--- src/rtl/speed_clk_pkg.sv ---
/*
 * shared types and constants of the core speed and clock control block.
 * assumes one system clock; oscillator pins are sampled, not used as clocks.
 */
package speed_clk_pkg;
    typedef enum logic [1:0] {SRC_MAIN, SRC_RT, SRC_PLL} clk_src_t;

    typedef struct packed {
        logic       osc_off;
        logic       pll_off;
        clk_src_t   src;
        logic [6:0] div_m1;
    } speed_t;

    typedef struct packed {
        logic [3:0] prediv_m1;
        logic [7:0] mult;
        logic [3:0] postdiv_m1;
    } pll_cfg_t;

    localparam int SPEED_W = 11;

    localparam logic [3:0] CTRL_OFS   = 4'h0;
    localparam logic [3:0] PLLCFG_OFS = 4'h4;
    localparam logic [3:0] STATUS_OFS = 4'h8;

    localparam int CTRL_AUTO_BIT = 16;
    localparam int PLL_PRE_LSB   = 0;
    localparam int PLL_MULT_LSB  = 8;
    localparam int PLL_POST_LSB  = 16;
    localparam int STAT_LOCK_BIT = 16;
    localparam int STAT_ISR_BIT  = 17;
    localparam int STAT_PEND_BIT = 18;

    localparam speed_t SPEED_RESET = '{osc_off: 1'b0, pll_off: 1'b0,
                                       src: SRC_MAIN, div_m1: 7'h00};
    // 4 MHz reference, x60, post /2 gives 120 MHz
    localparam pll_cfg_t PLL_CFG_RESET = '{prediv_m1: 4'h0, mult: 8'h3c,
                                           postdiv_m1: 4'h1};
    localparam int PLL_LOCK_TICKS = 64;
endpackage

--- src/rtl/core_speed_clock_control.sv ---
/*
 * core clock source select, divider, oscillator shutdown and interrupt
 * speed switching, with an avalon-mm register slave.
 * assumes the core clock is used as a clock enable on sys_clk_in, and
 * the core holds speed_valid_in until speed_ready_out.
 */
// Added by the designer: the address map and the Avalon-MM interface to the registers.
module core_speed_clock_control (
    input  wire logic                  sys_clk_in,
    input  wire logic                  rst_in,
    input  wire logic                  ce_in,
    input  wire logic                  main_osc_clock_in,
    input  wire logic                  realtime_osc_clock_in,
    input  wire logic                  speed_valid_in,
    input  wire speed_clk_pkg::speed_t speed_word_in,
    input  wire logic                  irq_enter_in,
    input  wire logic                  irq_return_in,
    input  wire logic [3:0]            avs_address_in,
    input  wire logic                  avs_read_in,
    input  wire logic                  avs_write_in,
    input  wire logic [3:0]            avs_byteenable_in,
    input  wire logic [31:0]           avs_writedata_in,
    output logic [31:0]                avs_readdata_out,
    output logic                       avs_waitrequest_out,
    output logic                       speed_ready_out,
    output logic                       core_clk_out,
    output logic                       timer_clk_en_out,
    output logic                       main_osc_en_out,
    output logic                       pll_en_out,
    output logic                       pll_locked_out
);
    speed_clk_pkg::speed_t   cur_q, cur_d, pend_q, pend_d, saved_q, saved_d;
    speed_clk_pkg::speed_t   isr_word_q, isr_word_d;
    speed_clk_pkg::pll_cfg_t pll_cfg_q, pll_cfg_d;
    logic        pend_v_q, pend_v_d, in_isr_q, in_isr_d, auto_q, auto_d;
    logic [6:0]  div_cnt_q, div_cnt_d;
    logic        core_clk_q, core_clk_d, ack_q, ack_d;
    logic [31:0] rdata_q, rdata_d;
    logic        main_raw, main_tick, rt_tick, pll_tick, src_tick, core_tick;
    logic        enter_acc, ret_acc, speed_acc, req;
    logic [31:0] ctrl_word, pll_word, wr_word;

    function automatic logic [31:0] merge(input logic [31:0] old_w,
                                          input logic [31:0] new_w,
                                          input logic [3:0]  be);
        logic [31:0] r;
        r = old_w;
        for (int i = 0; i < 4; i++) begin
            if (be[i]) r[i*8 +: 8] = new_w[i*8 +: 8];
        end
        return r;
    endfunction

    osc_edge_tick u_main_tick (
        .sys_clk_in (sys_clk_in),
        .rst_in     (rst_in),
        .ce_in      (ce_in),
        .osc_in     (main_osc_clock_in),
        .tick_out   (main_raw)
    );

    osc_edge_tick u_rt_tick (
        .sys_clk_in (sys_clk_in),
        .rst_in     (rst_in),
        .ce_in      (ce_in),
        .osc_in     (realtime_osc_clock_in),
        .tick_out   (rt_tick)
    );

    // multiplier references the main oscillator
    pll_tick_gen u_pll (
        .sys_clk_in  (sys_clk_in),
        .rst_in      (rst_in),
        .ce_in       (ce_in),
        .enable_in   (pll_en_out),
        .ref_tick_in (main_tick),
        .cfg_in      (pll_cfg_q),
        .tick_out    (pll_tick),
        .locked_out  (pll_locked_out)
    );

    assign main_osc_en_out = !cur_q.osc_off;
    assign pll_en_out      = !cur_q.pll_off;
    assign main_tick       = main_raw & main_osc_en_out;

    always_comb begin
        case (cur_q.src)
            speed_clk_pkg::SRC_RT:  src_tick = rt_tick;
            speed_clk_pkg::SRC_PLL: src_tick = pll_tick;
            default:                src_tick = main_tick;
        endcase
    end

    // never two high cycles in a row, so no runt or merged pulse
    assign core_tick = src_tick && (div_cnt_q == cur_q.div_m1)
                       && !core_clk_q;
    assign enter_acc = irq_enter_in && auto_q && !in_isr_q;
    assign ret_acc   = irq_return_in && in_isr_q && !enter_acc;
    assign speed_acc = speed_valid_in && !pend_v_q && !enter_acc && !ret_acc;
    assign speed_ready_out  = !pend_v_q && !enter_acc && !ret_acc;
    assign timer_clk_en_out = src_tick;
    assign core_clk_out     = core_clk_q;
    assign req              = avs_read_in || avs_write_in;
    assign avs_waitrequest_out = req && !ack_q;
    assign avs_readdata_out = rdata_q;
    assign ctrl_word = {15'h0000, auto_q, 5'h00, isr_word_q};
    assign pll_word  = {12'h000, pll_cfg_q.postdiv_m1, pll_cfg_q.mult,
                        4'h0, pll_cfg_q.prediv_m1};
    assign wr_word   = merge(avs_address_in == speed_clk_pkg::CTRL_OFS
                             ? ctrl_word : pll_word,
                             avs_writedata_in, avs_byteenable_in);

    always_comb begin
        cur_d      = cur_q;
        pend_d     = pend_q;
        pend_v_d   = pend_v_q;
        saved_d    = saved_q;
        in_isr_d   = in_isr_q;
        isr_word_d = isr_word_q;
        auto_d     = auto_q;
        pll_cfg_d  = pll_cfg_q;
        div_cnt_d  = div_cnt_q;
        rdata_d    = rdata_q;
        core_clk_d = core_tick;
        ack_d      = req && !ack_q;
        if (core_tick) begin
            div_cnt_d = 7'h00;
        end else if (src_tick && div_cnt_q != cur_q.div_m1) begin
            div_cnt_d = div_cnt_q + 7'h01;
        end
        // old divisor runs the cycle out, counter restarts clean
        if (core_tick && pend_v_q) begin
            cur_d     = pend_q;
            pend_v_d  = 1'b0;
            div_cnt_d = 7'h00;
        end
        // a new event the same cycle re-arms pending: set beats clear
        if (enter_acc) begin
            saved_d  = pend_v_q ? pend_q : cur_q;
            pend_d   = isr_word_q;
            pend_v_d = 1'b1;
            in_isr_d = 1'b1;
        end else if (ret_acc) begin
            pend_d   = saved_q;
            pend_v_d = 1'b1;
            in_isr_d = 1'b0;
        end else if (speed_acc) begin
            pend_d   = speed_word_in;
            pend_v_d = 1'b1;
        end
        if (avs_read_in && !ack_q) begin
            if (avs_address_in == speed_clk_pkg::CTRL_OFS) begin
                rdata_d = ctrl_word;
            end else if (avs_address_in == speed_clk_pkg::PLLCFG_OFS) begin
                rdata_d = pll_word;
            end else if (avs_address_in == speed_clk_pkg::STATUS_OFS) begin
                rdata_d = 32'h0;
                rdata_d[speed_clk_pkg::SPEED_W-1:0] = cur_q;
                rdata_d[speed_clk_pkg::STAT_LOCK_BIT] = pll_locked_out;
                rdata_d[speed_clk_pkg::STAT_ISR_BIT]  = in_isr_q;
                rdata_d[speed_clk_pkg::STAT_PEND_BIT] = pend_v_q;
            end else begin
                rdata_d = 32'h0;
            end
        end
        if (avs_write_in && ack_q) begin
            if (avs_address_in == speed_clk_pkg::CTRL_OFS) begin
                isr_word_d = speed_clk_pkg::speed_t'(
                             wr_word[speed_clk_pkg::SPEED_W-1:0]);
                auto_d = wr_word[speed_clk_pkg::CTRL_AUTO_BIT];
            end else if (avs_address_in == speed_clk_pkg::PLLCFG_OFS) begin
                pll_cfg_d.prediv_m1  = wr_word[speed_clk_pkg::PLL_PRE_LSB +: 4];
                pll_cfg_d.mult       = wr_word[speed_clk_pkg::PLL_MULT_LSB +: 8];
                pll_cfg_d.postdiv_m1 = wr_word[speed_clk_pkg::PLL_POST_LSB +: 4];
            end
        end
    end

    always_ff @(posedge sys_clk_in) begin
        if (rst_in) begin
            cur_q      <= speed_clk_pkg::SPEED_RESET;
            pend_q     <= speed_clk_pkg::SPEED_RESET;
            saved_q    <= speed_clk_pkg::SPEED_RESET;
            isr_word_q <= speed_clk_pkg::SPEED_RESET;
            pll_cfg_q  <= speed_clk_pkg::PLL_CFG_RESET;
            pend_v_q   <= 1'b0;
            in_isr_q   <= 1'b0;
            auto_q     <= 1'b0;
            div_cnt_q  <= 7'h00;
            core_clk_q <= 1'b0;
            ack_q      <= 1'b0;
            rdata_q    <= 32'h0;
        end else if (ce_in) begin
            cur_q      <= cur_d;
            pend_q     <= pend_d;
            saved_q    <= saved_d;
            isr_word_q <= isr_word_d;
            pll_cfg_q  <= pll_cfg_d;
            pend_v_q   <= pend_v_d;
            in_isr_q   <= in_isr_d;
            auto_q     <= auto_d;
            div_cnt_q  <= div_cnt_d;
            core_clk_q <= core_clk_d;
            ack_q      <= ack_d;
            rdata_q    <= rdata_d;
        end
    end
endmodule

--- src/rtl/osc_edge_tick.sv ---
/*
 * samples an oscillator pin and gives a one-cycle tick per rising edge.
 * assumes the pin is slower than half the system clock.
 */
module osc_edge_tick (
    input  wire logic sys_clk_in,
    input  wire logic rst_in,
    input  wire logic ce_in,
    input  wire logic osc_in,
    output logic      tick_out
);
    logic sync1_q, sync2_q, prev_q;
    logic sync1_d, sync2_d, prev_d;

    always_comb begin
        sync1_d = osc_in;
        sync2_d = sync1_q;
        prev_d  = sync2_q;
    end

    always_ff @(posedge sys_clk_in) begin
        if (rst_in) begin
            sync1_q <= 1'b0;
            sync2_q <= 1'b0;
            prev_q  <= 1'b0;
        end else if (ce_in) begin
            sync1_q <= sync1_d;
            sync2_q <= sync2_d;
            prev_q  <= prev_d;
        end
    end

    assign tick_out = ce_in & sync2_q & ~prev_q;
endmodule

--- src/rtl/pll_tick_gen.sv ---
/*
 * clock multiplier with pre- and post-divider, built as a tick generator.
 * assumes the output rate stays below half the system clock: credit is
 * capped at one reference period, so a faster setting drops edges
 * instead of bursting long after a change of multiplier.
 */
module pll_tick_gen #(
    parameter int LOCK_TICKS = speed_clk_pkg::PLL_LOCK_TICKS
) (
    input  wire logic                   sys_clk_in,
    input  wire logic                   rst_in,
    input  wire logic                   ce_in,
    input  wire logic                   enable_in,
    input  wire logic                   ref_tick_in,
    input  wire speed_clk_pkg::pll_cfg_t cfg_in,
    output logic                        tick_out,
    output logic                        locked_out
);
    logic [3:0]  pre_q, pre_d, post_q, post_d;
    logic [15:0] credit_q, credit_d;
    logic [7:0]  lock_q, lock_d;
    logic        tick_q, tick_d;
    logic        pre_tick, vco_tick, locked;
    logic [16:0] sum;

    always_comb begin
        pre_tick = ref_tick_in && (pre_q == cfg_in.prediv_m1);
        // idle cycle after each edge, else the core divider drops one
        vco_tick = (credit_q != 16'h0000) && !tick_q;
        locked   = (lock_q == 8'(LOCK_TICKS));
        pre_d    = pre_q;
        post_d   = post_q;
        lock_d   = lock_q;
        tick_d   = 1'b0;
        if (ref_tick_in) begin
            pre_d = pre_tick ? 4'h0 : pre_q + 4'h1;
        end
        sum = {1'b0, credit_q} - {16'h0000, vco_tick}
              + (pre_tick ? {9'h000, cfg_in.mult} : 17'h00000);
        credit_d = (sum > {9'h000, cfg_in.mult}) ? {8'h00, cfg_in.mult}
                                                 : sum[15:0];
        if (vco_tick) begin
            if (post_q == cfg_in.postdiv_m1) begin
                post_d = 4'h0;
                tick_d = locked;
            end else begin
                post_d = post_q + 4'h1;
            end
        end
        if (pre_tick && !locked) begin
            lock_d = lock_q + 8'h01;
        end
        // stopped multiplier loses lock and all phase
        if (!enable_in) begin
            pre_d    = 4'h0;
            post_d   = 4'h0;
            credit_d = 16'h0000;
            lock_d   = 8'h00;
            tick_d   = 1'b0;
        end
    end

    always_ff @(posedge sys_clk_in) begin
        if (rst_in) begin
            pre_q    <= 4'h0;
            post_q   <= 4'h0;
            credit_q <= 16'h0000;
            lock_q   <= 8'h00;
            tick_q   <= 1'b0;
        end else if (ce_in) begin
            pre_q    <= pre_d;
            post_q   <= post_d;
            credit_q <= credit_d;
            lock_q   <= lock_d;
            tick_q   <= tick_d;
        end
    end

    assign tick_out   = ce_in & tick_q;
    assign locked_out = locked;
endmodule

--- config.mk ---
export PLATFORM = sky130hd
export DESIGN_NAME = core_speed_clock_control
export DESIGN_NICKNAME = d
export VERILOG_FILES = /design/src/rtl/speed_clk_pkg.sv /design/src/rtl/core_speed_clock_control.sv /design/src/rtl/osc_edge_tick.sv /design/src/rtl/pll_tick_gen.sv
export SDC_FILE = /design/constraint.sdc
export NUM_CORES = 1
export LEC_CHECK = 0
export ABC_CLOCK_PERIOD_IN_PS = 5810
export BUFFER_PORTS_ARGS = -buffer_cell sky130_fd_sc_hd__buf_2
export CORE_MARGIN = 1
export CORE_UTILIZATION = 50
export CTS_BUF_LIST = sky130_fd_sc_hd__clkbuf_16
export CTS_CLUSTER_DIAMETER = 50
export CTS_CLUSTER_SIZE = 30
export DETAILED_ROUTE_END_ITERATION = 12
export PLACE_DENSITY = 0.84
export SLEW_MARGIN = 20
export SYNTH_ARGS = -nofsm -noshare
export SYNTH_HDL_FRONTEND = slang
export SYNTH_SLANG_ARGS = --single-unit
--- constraint.sdc ---
create_clock -name sys_clk_in -period 5.81 [get_ports sys_clk_in]
set_input_delay 1.162 -clock sys_clk_in [delete_from_list [all_inputs] [get_ports sys_clk_in]]
set_output_delay 1.162 -clock sys_clk_in [all_outputs]
set_load 0.005 [all_outputs]
==> metrics.cfg <==
[place]
hpwl_mm=13.12
routabilityCongestion=0.9535
placed_cell_area_mm2=0.007752
io_buffers=74

[critical_path]
reg2reg_from=u_pll.pre_q[2]
slowest_stage=dfxtp_1
worstSetupPathDepth=20
cp-end-kind=flop
worstPathBufferInverterCount=2
crit_top_cell=ha_1
reg2reg_depth=20
critPathLaunchType=flop
worstPathMaxFanout=7
crit_family=compound AO/OA/AOI/OAI gates
cp.arrival_ns=5.73
path_class=flop to flop
crit_path_max_incr_delay_ns=0.43
critPathRequiredTime_ns=6.11
crit_chain=xor2_1 -> nor4_2 -> and3_2 -> buf_12 -> nand2_1 -> ha_1 -> inv_1 -> ha_1 -> a21o_1 -> a221oi_2 -> xnor2_1 -> ha_1 -> a2111oi_2 -> o21ai_1 -> o221a_1 -> a2111o_1 -> nor4_2 -> and4_1 -> nand2_2 -> a221o_1
crit_start=u_pll.pre_q[2]

[grt]
grt_start_max_net_pins=61
grt_usage=0.2508
first_global_vias=6055
grt-ovfl-total=0
grt_pass1_wl_mm=29.31
antenna_found_initial=0

[drt]
avgViaCountPerCell=5.821
initialDrtViolationCount=532
dr.pass1.iters=5
via_count=6700
drt-total-wl_mm=18.32
avgRoutedWirePerCell_um=15.92
route.detailed.drc=0
detail-route-antenna-nets=0

[synth]
synth_edf_count=0
synth_warnings=0
syn_area_per_cell_um2=8.061
ys.flop_type=dfxtp_1
synthCells=903
netlist_area_mm2=0.007279
ys_ff_latch=131
ys_types=66
synthArstFlopShare=0
ys_seq_area_frac=0.3603

[cts]
cts_root_buffer=clkbuf_16
clkLatencyLatePin_ns=0.42
clock_path_buffers=2
clkTransAtPathRegs_ns=0.05
cts_setup_buffers=0
clock-sinks=131
cts_made_buffers=17
h-tree-depth=4
cts_tree=yes

[layout]
fin_area_mm2=0.008299
drive_gt1_frac=0.1287
regArea_mm2=0.002623
area_growth_pct=14.01
multi_input_area_mm2=0.004232
layout_commonest_cell=dfxtp_1
fillers=1211
nets=1066
final_util=0.5910
final_cell_mix=dfxtp_1, nor2_1, nand2_1
antenna_cells=0

[floorplan]
placeableCoreArea_mm2=0.01404
dieHeight_um=122.7
boundaryPins=100
start_util=0.5184
num_rows=43
die_area_mm2=0.01505
die_w_um=122.7

[timing]
hold_viol_final=0
finalSetupViolCount=0
fin_crit_ns=5.433
fin_skew_ns=0.007768
tns_ns=0
max_freq_mhz=184.1
period_share=0.9351
maxSlewHeadroom=0.2297
drv_slew=0
fin_worst_hold_slack_ns=0.4542
grt_setup_unrepaired=no
tightest_slew_ns=1.149

[power_and_ir_drop]
power_w=0.002150
irDropWorstVdd_uv=176.3
cellLeakagePower_nw=3.524
power_density_mw_per_mm2=259.0

[hold_path]
hold_path_class=flop to flop
hold_path_startpoint=avs_readdata_out[5]
whs_path_depth=2

[job]
cap_violations=0

[status]
status=finished, final reports clean

worst paths after layout:
| check | end | slack [ns] |
|---|---|---|
| worst min-delay path | avs_readdata_out[5] | 0.45 |
| worst max-delay path | u_pll.credit_q[6] | 0.38 |
| worst max register to register | u_pll.credit_q[6] | 0.38 |
| worst min register to register | avs_readdata_out[5] | 0.45 |
synth_stat cells, types with 6 or more instances:
cell type / n / area [um^2]
inv_1: 59 / 221.5
xor2_1: 21 / 183.9
nand2_1: 82 / 307.8
o22ai_1: 6 / 37.54
nor2b_1: 7 / 43.79
xnor2_1: 12 / 105.1
buf_4: 13 / 97.59
a311oi_1: 12 / 105.1
or3_1: 7 / 43.79
mux2i_1: 34 / 340.3
a21oi_1: 72 / 360.4
nand3_1: 33 / 165.2
nor4_1: 6 / 37.54
dfxtp_1: 131 / 2623
o21ai_0: 18 / 90.09
nand4_1: 14 / 87.58
a211o_1: 6 / 52.55
a211oi_1: 15 / 112.6
nor2_1: 124 / 465.5
ha_1: 43 / 538.0
nor3_1: 32 / 160.2
clkbuf_1: 39 / 146.4
nand2b_1: 6 / 37.54
a22oi_1: 27 / 202.7
a21o_1: 8 / 60.06
per-stage QoR:
stage	setup WS, ns	instances
after floorplan	0.1343	914
after global placement	0.09626	1122
after detailed placement	0.03678	1122
after global routing	0.05445	1151
after CTS	0.2811	1151
final	0.3771	1151
power breakdown:
group | leakage, nW | total (W) | switching [W] | internal, W
Combinational | 2.19 | 0.000249 | 0.000146 | 0.000103
Clock | 0.279 | 0.000980 | 0.000370 | 0.000610
Sequential | 1.06 | 0.000921 | 0.0000110 | 0.000910
what timing repair did:
item,CTS,global route
hold buffers,0,0
setup endpoints to repair,0,8
gates resized for setup,0,4
tightest hold or removal path: cells and delay by family, from the launching register on:
kind             cells  cell delay, ns
AND/OR/NAND/NOR      1            0.05
flip-flops           1            0.31
AO/OA/AOI/OAI        1            0.05
layer usage:
layer,wire length (um),vias up,part of all wire,GRT usage
met3,1099,44,0.060,0.05390
met1,7877,3113,0.43,0.3169
met4,431,0,0.024,0.09527
met2,8915,258,0.49,0.4164
met5,0,-,0,0
li1,-,3285,-,-
final cells by class:
class                   instances  area share
flip-flops and latches        131      0.3160
well taps                     180     0.02714
clock buffers                  17     0.05126
inverters                      59     0.02668
clock inverters                12     0.01266
multi-input cells             667      0.5099
repair buffers                 85     0.05638
flip-flops by register name (all words and copies together) (netlist names), 4 cells and up:
register	count
avs_readdata_out	20
ctrl_word	11
cur_q	11
div_cnt_q	7
pend_q	11
pll_cfg_q	16
saved_q	11
u_pll.credit_q	16
u_pll.lock_q	8
u_pll.post_q	4
u_pll.pre_q	4
kinds of logic (layout without fill, tap and decap cells):
group           Yosys count  in the layout  share of synthesized area
buf+inv                 116            173                    0.06703
compound gates          204            204                     0.1927
flops                   131            131                     0.3603
simple gates            340            340                     0.2164
fa+ha+maj                44             44                    0.07666
mux                      34             34                    0.04675
xor+xnor                 33             33                    0.03970
other cells               1             12                  0.0005151
No activity file was read; power rests on OpenSTA's default activity.
